==> src/hdl/sysrst_pkg.sv <==
`default_nettype none
package sysrst_pkg;
  // ----------------------------------------
  // Register map
  // ----------------------------------------
  localparam logic [7:0] ADR_WDCTL = 8'h00;
  localparam logic [7:0] ADR_NMIEN = 8'h04;
  localparam logic [7:0] ADR_FLAGS = 8'h08;
  localparam logic [7:0] ADR_IRQEN = 8'h0C;
  localparam logic [7:0] ADR_STAT = 8'h10;
  // Control register bits
  localparam int W_NMI_FN = 0;
  localparam int W_EDGE = 1;
  localparam int W_INTERVAL = 2;
  localparam int W_SVS_POR = 3;
  // NMI enable and flag bits share positions
  localparam int F_PIN = 0;
  localparam int F_OSC = 1;
  localparam int F_FLASH = 2;
  localparam int F_WDT = 3;
  localparam logic [3:0] WDCTL_RST = 4'h0;
  localparam logic [2:0] NMIEN_RST = 3'h0;
  // ----------------------------------------
  // Vectors and priorities
  // ----------------------------------------
  localparam int NSRC = 14;
  localparam logic [15:0] VEC_BASE = 16'hFFE0;
  localparam logic [15:0] VEC_NMI = 16'hFFFC;
  localparam logic [15:0] VEC_RESET = 16'hFFFE;
  localparam logic [3:0] PRI_NMI = 4'hE;
  localparam logic [3:0] PRI_WDT = 4'hA;
  // ----------------------------------------
  // Status word and sequence timing
  // ----------------------------------------
  localparam int SR_GIE = 3;
  localparam logic [15:0] SR_KEEP = 16'h0040;
  localparam logic [2:0] ST_PUSH_PC = 3'h1;
  localparam logic [2:0] ST_PUSH_SR = 3'h2;
  localparam logic [2:0] ST_CLR_FLAG = 3'h3;
  localparam logic [2:0] ST_CLR_SR = 3'h4;
  localparam logic [2:0] ST_LOAD_PC = 3'h5;
  localparam logic [2:0] RT_POP_SR = 3'h1;
  localparam logic [2:0] RT_POP_PC = 3'h3;
  localparam logic [2:0] RT_LAST = 3'h4;

  typedef enum logic [2:0] {
    M_RESET = 3'b000,
    M_BOOT = 3'b001,
    M_IDLE = 3'b010,
    M_ACCEPT = 3'b011,
    M_RETURN = 3'b100
  } mode_t;

  typedef struct packed {
    logic pin_m;
    logic pin_s;
    logic svs_m;
    logic svs_s;
    logic lvl;
    logic por;
    logic power_up_clear;
    logic [3:0] wdctl;
    logic [2:0] nmi_en;
    logic [3:0] flags;
    logic [NSRC-1:0] irq_en;
    logic [1:0] cause;
    logic ack;
    logic [31:0] rdata;
    mode_t mode;
    logic [2:0] step;
    logic [3:0] idx;
    logic is_nmi;
    logic [15:0] vector;
    logic [15:0] sr_wd;
  } state_t;
endpackage
`default_nettype wire

==> src/hdl/system_reset_and_interrupt_logic.sv <==
// Our own choices: the Wishbone slave port and the address map.
`default_nettype none
module system_reset_and_interrupt_logic (
  // Clock and reset
  input wire logic clk_i,
  input wire logic rst_i,
  // Wishbone slave
  input wire logic wb_cyc_i,
  input wire logic wb_stb_i,
  input wire logic wb_we_i,
  input wire logic [7:0] wb_adr_i,
  input wire logic [3:0] wb_sel_i,
  input wire logic [31:0] wb_dat_i,
  output logic [31:0] wb_dat_o,
  output logic wb_ack_o,
  // Pins
  input wire logic rst_nmi_pin_i,
  input wire logic supply_supervisor_low_i,
  // Event sources
  input wire logic watchdog_expire_i,
  input wire logic watchdog_key_viol_i,
  input wire logic flash_key_viol_i,
  input wire logic osc_fault_i,
  input wire logic flash_violation_i,
  input wire logic [13:0] irq_req_i,
  // CPU core
  input wire logic instr_boundary_i,
  input wire logic return_from_interrupt_i,
  input wire logic [15:0] status_word_i,
  output logic por_o,
  output logic puc_o,
  output logic busy_o,
  output logic push_pc_o,
  output logic push_sr_o,
  output logic pop_sr_o,
  output logic pop_pc_o,
  output logic status_wr_o,
  output logic [15:0] status_wd_o,
  output logic pc_load_o,
  output logic [15:0] vector_o,
  output logic [13:0] irq_taken_o,
  // Clock system
  output logic lfxt_lf_force_o,
  output logic xt2_off_o
);
  // ----------------------------------------
  // Reset state
  // ----------------------------------------
  localparam sysrst_pkg::state_t RST_STATE = '{
    pin_m: 1'b1,
    pin_s: 1'b1,
    svs_m: 1'b0,
    svs_s: 1'b0,
    lvl: 1'b1,
    por: 1'b1,
    power_up_clear: 1'b1,
    wdctl: sysrst_pkg::WDCTL_RST,
    nmi_en: sysrst_pkg::NMIEN_RST,
    flags: 4'h0,
    irq_en: 14'h0000,
    cause: 2'h3,
    ack: 1'b0,
    rdata: 32'h0000_0000,
    mode: sysrst_pkg::M_RESET,
    step: 3'h0,
    idx: 4'h0,
    is_nmi: 1'b0,
    vector: sysrst_pkg::VEC_RESET,
    sr_wd: 16'h0000
  };

  // ----------------------------------------
  // Declarations
  // ----------------------------------------
  sysrst_pkg::state_t q;
  sysrst_pkg::state_t n;
  logic por;
  logic power_up_clear;
  logic lvl;
  logic pin_evt;
  logic wdt_int_evt;
  logic wr;
  logic global_irq_enable;
  logic nmi_req;
  logic [13:0] mreq;
  logic [3:0] top;
  logic [15:0] wmask;
  logic [15:0] wdat;
  logic acc;
  logic ret;
  logic boot;
  logic at_push_pc;
  logic at_push_sr;
  logic at_clr_flag;
  logic at_clr_sr;
  logic at_load_pc;
  logic at_pop_sr;
  logic at_pop_pc;

  // ----------------------------------------
  // Next state
  // ----------------------------------------
  always_comb begin
    n = q;
    // ----------------------------------------
    // Input synchronisers
    // ----------------------------------------
    n.pin_m = rst_nmi_pin_i;
    n.pin_s = q.pin_m;
    n.svs_m = supply_supervisor_low_i;
    n.svs_s = q.svs_m;

    // ----------------------------------------
    // Reset and clear sources
    // ----------------------------------------
    por = (~q.pin_s & ~q.wdctl[sysrst_pkg::W_NMI_FN])
      | (q.svs_s & q.wdctl[sysrst_pkg::W_SVS_POR]);
    power_up_clear = por
      | (watchdog_expire_i & ~q.wdctl[sysrst_pkg::W_INTERVAL])
      | watchdog_key_viol_i
      | flash_key_viol_i;
    n.por = por;
    n.power_up_clear = power_up_clear;
    wdt_int_evt = watchdog_expire_i & q.wdctl[sysrst_pkg::W_INTERVAL];

    // ----------------------------------------
    // Pin edge detector
    // ----------------------------------------
    // Level seen through the edge select, tracked in every mode
    lvl = q.pin_s ^ q.wdctl[sysrst_pkg::W_EDGE];
    n.lvl = lvl;
    pin_evt = q.wdctl[sysrst_pkg::W_NMI_FN] & lvl & ~q.lvl;
    // ----------------------------------------
    // Request gating and priority
    // ----------------------------------------
    global_irq_enable = status_word_i[sysrst_pkg::SR_GIE];
    nmi_req = |(q.flags[2:0] & q.nmi_en);
    mreq = irq_req_i;
    mreq[sysrst_pkg::PRI_WDT] = irq_req_i[sysrst_pkg::PRI_WDT]
      | q.flags[sysrst_pkg::F_WDT];
    mreq = mreq & q.irq_en & {14{global_irq_enable}};

    // ----------------------------------------
    // Priority encoder
    // ----------------------------------------
    top = 4'h0;
    for (int i = 0; i < sysrst_pkg::NSRC; i++) begin
      if (mreq[i]) begin
        top = 4'(i);
      end
    end
    // ----------------------------------------
    // Wishbone slave
    // ----------------------------------------
    n.ack = wb_cyc_i & wb_stb_i & ~q.ack;
    wr = wb_cyc_i & wb_stb_i & wb_we_i & q.ack;
    wmask = {{8{wb_sel_i[1]}}, {8{wb_sel_i[0]}}};
    wdat = wb_dat_i[15:0] & wmask;
    if (n.ack & ~wb_we_i) begin
      case (wb_adr_i)
        sysrst_pkg::ADR_WDCTL: begin
          n.rdata = {28'h0, q.wdctl};
        end
        sysrst_pkg::ADR_NMIEN: begin
          n.rdata = {29'h0, q.nmi_en};
        end
        sysrst_pkg::ADR_FLAGS: begin
          n.rdata = {28'h0, q.flags};
        end
        sysrst_pkg::ADR_IRQEN: begin
          n.rdata = {18'h0, q.irq_en};
        end
        sysrst_pkg::ADR_STAT: begin
          n.rdata = {21'h0,
            q.pin_s,
            nmi_req,
            q.mode != sysrst_pkg::M_IDLE,
            q.idx,
            2'h0,
            q.cause};
        end
        default: begin
          n.rdata = 32'h0000_0000;
        end
      endcase
    end

    // ----------------------------------------
    // Register writes
    // ----------------------------------------
    if (wr) begin
      case (wb_adr_i)
        sysrst_pkg::ADR_WDCTL: begin
          n.wdctl = (q.wdctl & ~wmask[3:0]) | wdat[3:0];
        end
        sysrst_pkg::ADR_NMIEN: begin
          n.nmi_en = (q.nmi_en & ~wmask[2:0]) | wdat[2:0];
        end
        sysrst_pkg::ADR_FLAGS: begin
          n.flags = q.flags & ~wdat[3:0];
        end
        sysrst_pkg::ADR_IRQEN: begin
          n.irq_en = (q.irq_en & ~wmask[13:0]) | wdat[13:0];
        end
        sysrst_pkg::ADR_STAT: begin
          n.cause = q.cause & ~wdat[1:0];
        end
        default: begin
        end
      endcase
    end
    // ----------------------------------------
    // Sequencer
    // ----------------------------------------
    case (q.mode)
      sysrst_pkg::M_RESET: begin
        if (!power_up_clear) begin
          n.mode = sysrst_pkg::M_BOOT;
          n.vector = sysrst_pkg::VEC_RESET;
          n.sr_wd = 16'h0000;
        end
      end
      sysrst_pkg::M_BOOT: begin
        n.mode = sysrst_pkg::M_IDLE;
      end
      sysrst_pkg::M_IDLE: begin
        if (instr_boundary_i) begin
          if (return_from_interrupt_i) begin
            n.mode = sysrst_pkg::M_RETURN;
            n.step = 3'h0;
          end else if (nmi_req) begin
            n.mode = sysrst_pkg::M_ACCEPT;
            n.step = 3'h0;
            n.is_nmi = 1'b1;
            n.idx = sysrst_pkg::PRI_NMI;
            n.vector = sysrst_pkg::VEC_NMI;
            n.sr_wd = status_word_i & sysrst_pkg::SR_KEEP;
          end else if (|mreq) begin
            n.mode = sysrst_pkg::M_ACCEPT;
            n.step = 3'h0;
            n.is_nmi = 1'b0;
            n.idx = top;
            n.vector = sysrst_pkg::VEC_BASE + {11'h0, top, 1'b0};
            n.sr_wd = status_word_i & sysrst_pkg::SR_KEEP;
          end
        end
      end
      sysrst_pkg::M_ACCEPT: begin
        n.step = q.step + 3'h1;
        if (q.step == sysrst_pkg::ST_CLR_FLAG) begin
          if (q.is_nmi) begin
            n.nmi_en = 3'h0;
          end else if (q.idx == sysrst_pkg::PRI_WDT) begin
            n.flags[sysrst_pkg::F_WDT] = 1'b0;
          end
        end
        if (q.step == sysrst_pkg::ST_LOAD_PC) begin
          n.mode = sysrst_pkg::M_IDLE;
        end
      end
      sysrst_pkg::M_RETURN: begin
        n.step = q.step + 3'h1;
        if (q.step == sysrst_pkg::RT_LAST) begin
          n.mode = sysrst_pkg::M_IDLE;
        end
      end
      default: begin
        n.mode = sysrst_pkg::M_RESET;
      end
    endcase

    // ----------------------------------------
    // Flag and cause capture
    // ----------------------------------------
    // Events set after any clear, so a set in the clear cycle wins
    n.flags = n.flags | {wdt_int_evt, flash_violation_i,
      osc_fault_i, pin_evt};
    n.cause = n.cause | {power_up_clear, por};
    // ----------------------------------------
    // Reset effects take precedence
    // ----------------------------------------
    if (power_up_clear) begin
      n.wdctl[2:0] = sysrst_pkg::WDCTL_RST[2:0];
      n.nmi_en = sysrst_pkg::NMIEN_RST;
      n.irq_en = 14'h0000;
      n.mode = sysrst_pkg::M_RESET;
      n.step = 3'h0;
    end
    if (por) begin
      n.wdctl[sysrst_pkg::W_SVS_POR] = sysrst_pkg::WDCTL_RST[3];
    end
  end

  // ----------------------------------------
  // State register
  // ----------------------------------------
  always_ff @(posedge clk_i) begin
    if (rst_i) begin
      q <= RST_STATE;
    end else begin
      q <= n;
    end
  end

  // ----------------------------------------
  // Outputs
  // ----------------------------------------
  assign acc = q.mode == sysrst_pkg::M_ACCEPT;
  assign ret = q.mode == sysrst_pkg::M_RETURN;
  assign boot = q.mode == sysrst_pkg::M_BOOT;
  assign at_push_pc = acc & (q.step == sysrst_pkg::ST_PUSH_PC);
  assign at_push_sr = acc & (q.step == sysrst_pkg::ST_PUSH_SR);
  assign at_clr_flag = acc & (q.step == sysrst_pkg::ST_CLR_FLAG);
  assign at_clr_sr = acc & (q.step == sysrst_pkg::ST_CLR_SR);
  assign at_load_pc = acc & (q.step == sysrst_pkg::ST_LOAD_PC);
  assign at_pop_sr = ret & (q.step == sysrst_pkg::RT_POP_SR);
  assign at_pop_pc = ret & (q.step == sysrst_pkg::RT_POP_PC);

  // ----------------------------------------
  // Bus and reset outputs
  // ----------------------------------------
  assign wb_ack_o = q.ack;
  assign wb_dat_o = q.rdata;
  assign por_o = q.por;
  assign puc_o = q.power_up_clear;

  // ----------------------------------------
  // Clock system
  // ----------------------------------------
  assign lfxt_lf_force_o = q.power_up_clear;
  assign xt2_off_o = q.power_up_clear;

  // ----------------------------------------
  // Sequencer strobes
  // ----------------------------------------
  assign busy_o = q.mode != sysrst_pkg::M_IDLE;
  assign push_pc_o = at_push_pc;
  assign push_sr_o = at_push_sr;
  assign pop_sr_o = at_pop_sr;
  assign pop_pc_o = at_pop_pc;
  assign status_wr_o = boot | at_clr_sr;
  assign status_wd_o = q.sr_wd;
  assign pc_load_o = boot | at_load_pc;
  assign vector_o = q.vector;
  for (genvar g = 0; g < sysrst_pkg::NSRC; g++) begin : g_taken
    assign irq_taken_o[g] = at_clr_flag & ~q.is_nmi
      & (q.idx == 4'(g));
  end
endmodule
`default_nettype wire

==> config.mk <==
export PLATFORM = sky130hd
export DESIGN_NAME = system_reset_and_interrupt_logic
export DESIGN_NICKNAME = d
export VERILOG_FILES = /design/src/hdl/sysrst_pkg.sv /design/src/hdl/system_reset_and_interrupt_logic.sv
export SDC_FILE = /design/constraint.sdc
export NUM_CORES = 1
export LEC_CHECK = 0
export CAP_MARGIN = 20
export CORE_MARGIN = 3
export CORE_UTILIZATION = 50
export DETAILED_ROUTE_END_ITERATION = 16
export DONT_BUFFER_PORTS = 1
export PLACE_DENSITY_LB_ADDON = 0.05
export SLEW_MARGIN = 5
export SYNTH_ARGS = -nofsm -noshare
export SYNTH_HDL_FRONTEND = slang
export SYNTH_SLANG_ARGS = --single-unit
==> constraint.sdc <==
create_clock -name clk_i -period 2.96 [get_ports clk_i]
set_input_delay 0.592 -clock clk_i [delete_from_list [all_inputs] [get_ports clk_i]]
set_output_delay 0.592 -clock clk_i [all_outputs]
set_load 0.005 [all_outputs]
# Word-level counts from Yosys, hierarchy flattened
# Index checks and enable logic that the tools add are counted.
# totals
latch_bits,0
ram_bits,0
ff_bits,110
mem_bits_ro,0
wordCells,177
memories,0
in_bits,88
# classes
multipliers,0
order_cmp,0
reduce_logical,17
shift,0
addsub,2
n_mux,35
div_mod_pow,0
bitwise_logic,68
eq_ne,34
# op_table
cell,n
two-way mux 43 bit,3
one-hot mux 14 bit (5 select lines),1
one-hot mux 32 bit (2 select lines),1
bitwise AND 14 bit,4
two-way mux 4 bit,13
two-way mux 37 bit,1
bitwise AND 1 bit,33
two-way mux 32 bit,1
"equality test 4 bit, second input constant",6
two-way mux 23 bit,1
"equality test 4 x 3 -> 1 bit, second input constant",4
"equality test 8 x 4 -> 1 bit, second input constant",2
one-hot mux 3 bit (5 select lines),1
two-way mux 14 bit,1
inverter 14 bit,1
bitwise OR 14 bit,1
OR reduction 14 bit,1
"equality test 3 x 2 -> 1 bit, second input constant",4
two-way mux 3 bit,4
"equality test 3 bit, second input constant",3
bitwise AND 4 bit,2
"equality test 4 x 2 -> 1 bit, second input constant",2
"equality test 8 x 3 -> 1 bit, second input constant",1
"equality test 8 x 5 -> 1 bit, second input constant",1
other kinds (34),64

# Depth between registers and ports, before layout
# logic_depth
ltp_word,22
depth_mapped,7
mapped_depth_nobuf,6

# Worst setup path before layout
# OpenSTA, ideal clock, no wires.
# synth_timing
kind,input -> register
startpoint,input wb_adr_i[1]
endpoint,register q[91] (netlist name)
n_path_buf,1
arrival_time_ns,1.983
t_required_ns,2.832
cell_stages,6
setup_time_ns,0.128
setup_slack_ns,0.849
cell_sequence,or4_4 -> nor4_4 -> and3_1 -> buf_4 -> mux2i_1 -> nor2_1
# synth_via
elab_chain_cells,2
# synth_lines
item,line_no,text
start: declaration,system_reset_and_interrupt_logic.sv:11,"input wire logic [7:0] wb_adr_i,"
equality test 8 x 4 -> 1 bit,system_reset_and_interrupt_logic.sv:192,case (wb_adr_i)
AND reduction 2 bit (no source line),-,
end signal: assignment,system_reset_and_interrupt_logic.sv:301,q <= n;
end: declaration,system_reset_and_interrupt_logic.sv:75,sysrst_pkg::state_t q;
# No other way between the ends.
# A chain may end at the register's enable or synchronous reset.

# Worst setup path in the final report
# layout_timing
startpoint,register q[37] (netlist name)
endpoint,output irq_taken_o[10]
# layout_via
elab_chain_cells,4
# layout_lines
item,line_no,text
equality test 3 x 2 -> 1 bit,system_reset_and_interrupt_logic.sv:313,assign at_clr_flag = acc & (q.step == sysrst_pkg::ST_CLR_FLAG);
bitwise AND 1 bit,system_reset_and_interrupt_logic.sv:313,
bitwise AND 1 bit,system_reset_and_interrupt_logic.sv:346,assign irq_taken_o[g] = at_clr_flag & ~q.is_nmi
bitwise AND 1 bit,system_reset_and_interrupt_logic.sv:347,& (q.idx == 4'(g));
end: declaration,system_reset_and_interrupt_logic.sv:41,"output logic [13:0] irq_taken_o,"
# No other way between the ends.

==> results.toml <==
[cells_and_area]
nNetsFinal = 497
multi_input_area_mm2 = 0.00192
syn2layout_area_growth_pct = -4.04
finalInstanceArea_mm2 = 0.00359
diodes = 0
drive_above_1_share_pct = 7.60
nFillCells = 729
register_area_mm2 = 0.00132

[global_route]
top_usage_layer = "met2"
grt_usage_pct = 21.5
met2_usage_pct = 32.4
use_met1_pct = 27.9
grt_max_degree = 34
grt_pass1_wl_mm = 14.2
antenna_found_initial = 0
grt_pass1_vias = 2575
use_met3_pct = 8.77
grt-ovfl-total = 0

[timing]
hold_violations = 0
fmax_mhz = 399
finalCritPeriodShare_pct = 84.6
maxSlewHeadroom_pct = 40.7
clock_skew_ps = 7.77
period_minus_slack_ps = 2500
maxSlewViolCount = 0
setup_viol = 0
grt_setup_unrepaired = "no"
worstMarginPinSlew_ps = 882
worst_hold_slack_ps = 320
fin_tns_setup_ps = 0

[floorplan]
rows = 30
fp.dieW_um = 92.5
die_area_mm2 = 0.00856
core_area_mm2 = 0.00702
ios = 178
die_h_um = 92.5
initial_core_util_pct = 53.4

[critical_path]
cp_slowest_cell = "dfxtp_1"
startpoint_type = "flip-flop"
max_stage_delay_ps = 420
setup.worst_path.end = "irq_taken_o[10]"
cp-end-kind = "output port"
cp.required_ps = 2370
r2r-start = "q[98]"
crit_top_cell = "ha_1"
crit_fanout = 5
critPathKind = "reg -> out"
rr_worst_depth = 5
rr_endpoint = "vector_o[2]"
cp-startpoint = "q[37]"
crit_arrival_ps = 1910
r2r_slack_ps = 680
path_cells = "ha_1, ha_1, nand4_1, or3_1, nor2_1"

[yosys]
synthArstFlopShare_pct = 0
syn_avg_cell_area_um2 = 8.45
syn-cell-area_mm2 = 0.00374
ys_seq_elements = 66
synth.top_cells.by_area = "dfxtp_1, buf_4, mux2i_1"
syn_inst = 443
synth_edf_count = 0
synth_top_area_share_pct = 35.3
synth_cell_types = 63
synth-warning-count = 0
seq_area_frac_synth_pct = 35.3
synth.largest_area_cell = "dfxtp_1"
synth_ff_type = "dfxtp_1"

[routing]
drt_iter0_markers = 126
dr.pass1.iters = 4
wl_mm = 9.04
dr_total_vias = 2831
post-route-drc-count = 0
ant_nets = 0
post_drt_wl_per_cell_um = 17.9
via_per_inst = 5.62

[pwr]
seqPwrFrac_pct = 55.6
swShare_pct = 23.9
switching_power_mw = 0.388
p_int_mw = 1.23
p_clk_share_pct = 41.2
p_leak_nw = 1.27
combinationalPowerShare_pct = 3.1
ir_drop_v = 0.000275
power-per-cell-area_mw_per_mm2 = 452

[clock_network]
postCtsSetupBuffers = 0
cts_resized = 0
path_clk_slew_ps = 70
htree_levels = 3
clock_path_buffers = 2
numCtsBuffers = 9
clk_latency_ps = 350
cts_root_buf = "clkbuf_8"
cts_sinks = 66
cts_hold_buf = 0
cts_tree = "built"

[placed_design]
gp_congestion = 0.816
io_buffer_count = 0
hpwl_mm = 6.87
placed_cell_area_mm2 = 0.00342

[run]
cap_violations = 0

[hold_path]
hp-class = "in -> reg"

[status]
outcome = "finished clean"
[power groups by stage]
| stage | sequential (mW) | clock (mW) | combinational, mW |
|---|---|---|---|
| 2_1_floorplan | 0.920 | 0 | 0.0861 |
| 3_3_place_gp | 0.923 | 0 | 0.0494 |
| 3_5_place_dp | 0.923 | 0 | 0.0497 |
| 4_1_cts | 0.903 | 0.689 | 0.0498 |
| 5_1_grt | 0.903 | 0.736 | 0.0582 |
| 6_report | 0.903 | 0.669 | 0.0507 |
[registers in the layout (all words and copies together), names as in the netlist]
signal           cells
lfxt_lf_force_o      1
n                    2
por_o                1
q                   41
status_wd_o          1
vector_o             5
wb_ack_o             1
wb_dat_o            14
[worst max-delay path, delay by kind of cell (launching register included)]
kind          cells  cell delay (ps)
flops             1              420
fa+ha+maj         2              370
simple gates      3              780
[worst min-delay path by stage]
stage | startpoint | endpoint | slack (ps) | depth (start not counted)
after global routing | rst_i | q[106] | 280 | 1
after global placement | n[108] | q[108] | 390 | 1
after detailed placement | n[108] | q[108] | 400 | 1
final | rst_i | q[36] | 320 | 1
after CTS | rst_i | q[106] | 290 | 1
after floorplan | n[108] | q[108] | 390 | 1
[area by class of cell]
class / count / area share (%)
Multi-Input combinational cell: 313 / 53.4
Sequential cell: 66 / 36.8
Clock buffer: 11 / 3.93
Tap cell: 96 / 3.34
Inverter: 11 / 1.15
Clock inverter: 4 / 0.801
Timing Repair Buffer: 3 / 0.627
[cell families (layout without fill, tap and decap cells)]
logic type | count (synthesis) | count (layout) | synth area share, %
compound gates | 86 | 86 | 16.9
xor+xnor | 2 | 2 | 0.468
fa+ha+maj | 5 | 5 | 1.67
buf+inv | 97 | 29 | 16.8
flops | 66 | 66 | 35.3
mux | 25 | 25 | 7.05
other cells | 1 | 34 | 0.100
simple gates | 161 | 161 | 21.8
[per-layer routing]
layer	routed length, um	part of all wire (%)	up-vias
met3	918	10	11
li1	-	-	1379
met1	3890	43	1326
met5	0	0	-
met4	120	1.3	0
met2	4120	46	115
[layout by cell type (no fill, tap or decap), types with 11 or more instances in the layout]
cell     netlist  routed
conb_1         1      34
nor2_1        56      56
nand2_1       34      34
a21oi_1       17      17
a22o_1        14      14
dfxtp_1       66      66
nand3_1       12      12
mux2i_1       23      23
inv_1         11      11
nor3_1        11      11
o21ai_0       11      11
[per-stage QoR]
stage | setup WS (ps) | total power [mW] | utilization (%) | std cells
after floorplan | 849 | 1.01 | - | 476
after global placement | 636 | 0.973 | 48.8 | 489
after detailed placement | 613 | 0.973 | 48.8 | 489
after CTS | 408 | 1.64 | 51.2 | 504
after global routing | 242 | 1.70 | 51.2 | 504
final | 457 | 1.62 | 51.2 | 504
[Yosys cell counts (all sizes together), types with 3 or more instances]
cell type / count
ha: 5
o31ai: 3
nand4: 4
nand2b: 7
o211ai: 3
nor2: 56
nor2b: 8
dfxtp: 66
and3: 5
o41ai: 3
clkbuf: 14
a31oi: 5
mux2i: 23
a22o: 14
buf: 72
or2: 3
nor3: 12
o21ai: 12
and2: 4
a21oi: 17
nand3: 12
nand2: 34
inv: 11
a211oi: 5
a22oi: 10
Note: power is estimated with default switching activity, not from simulation.
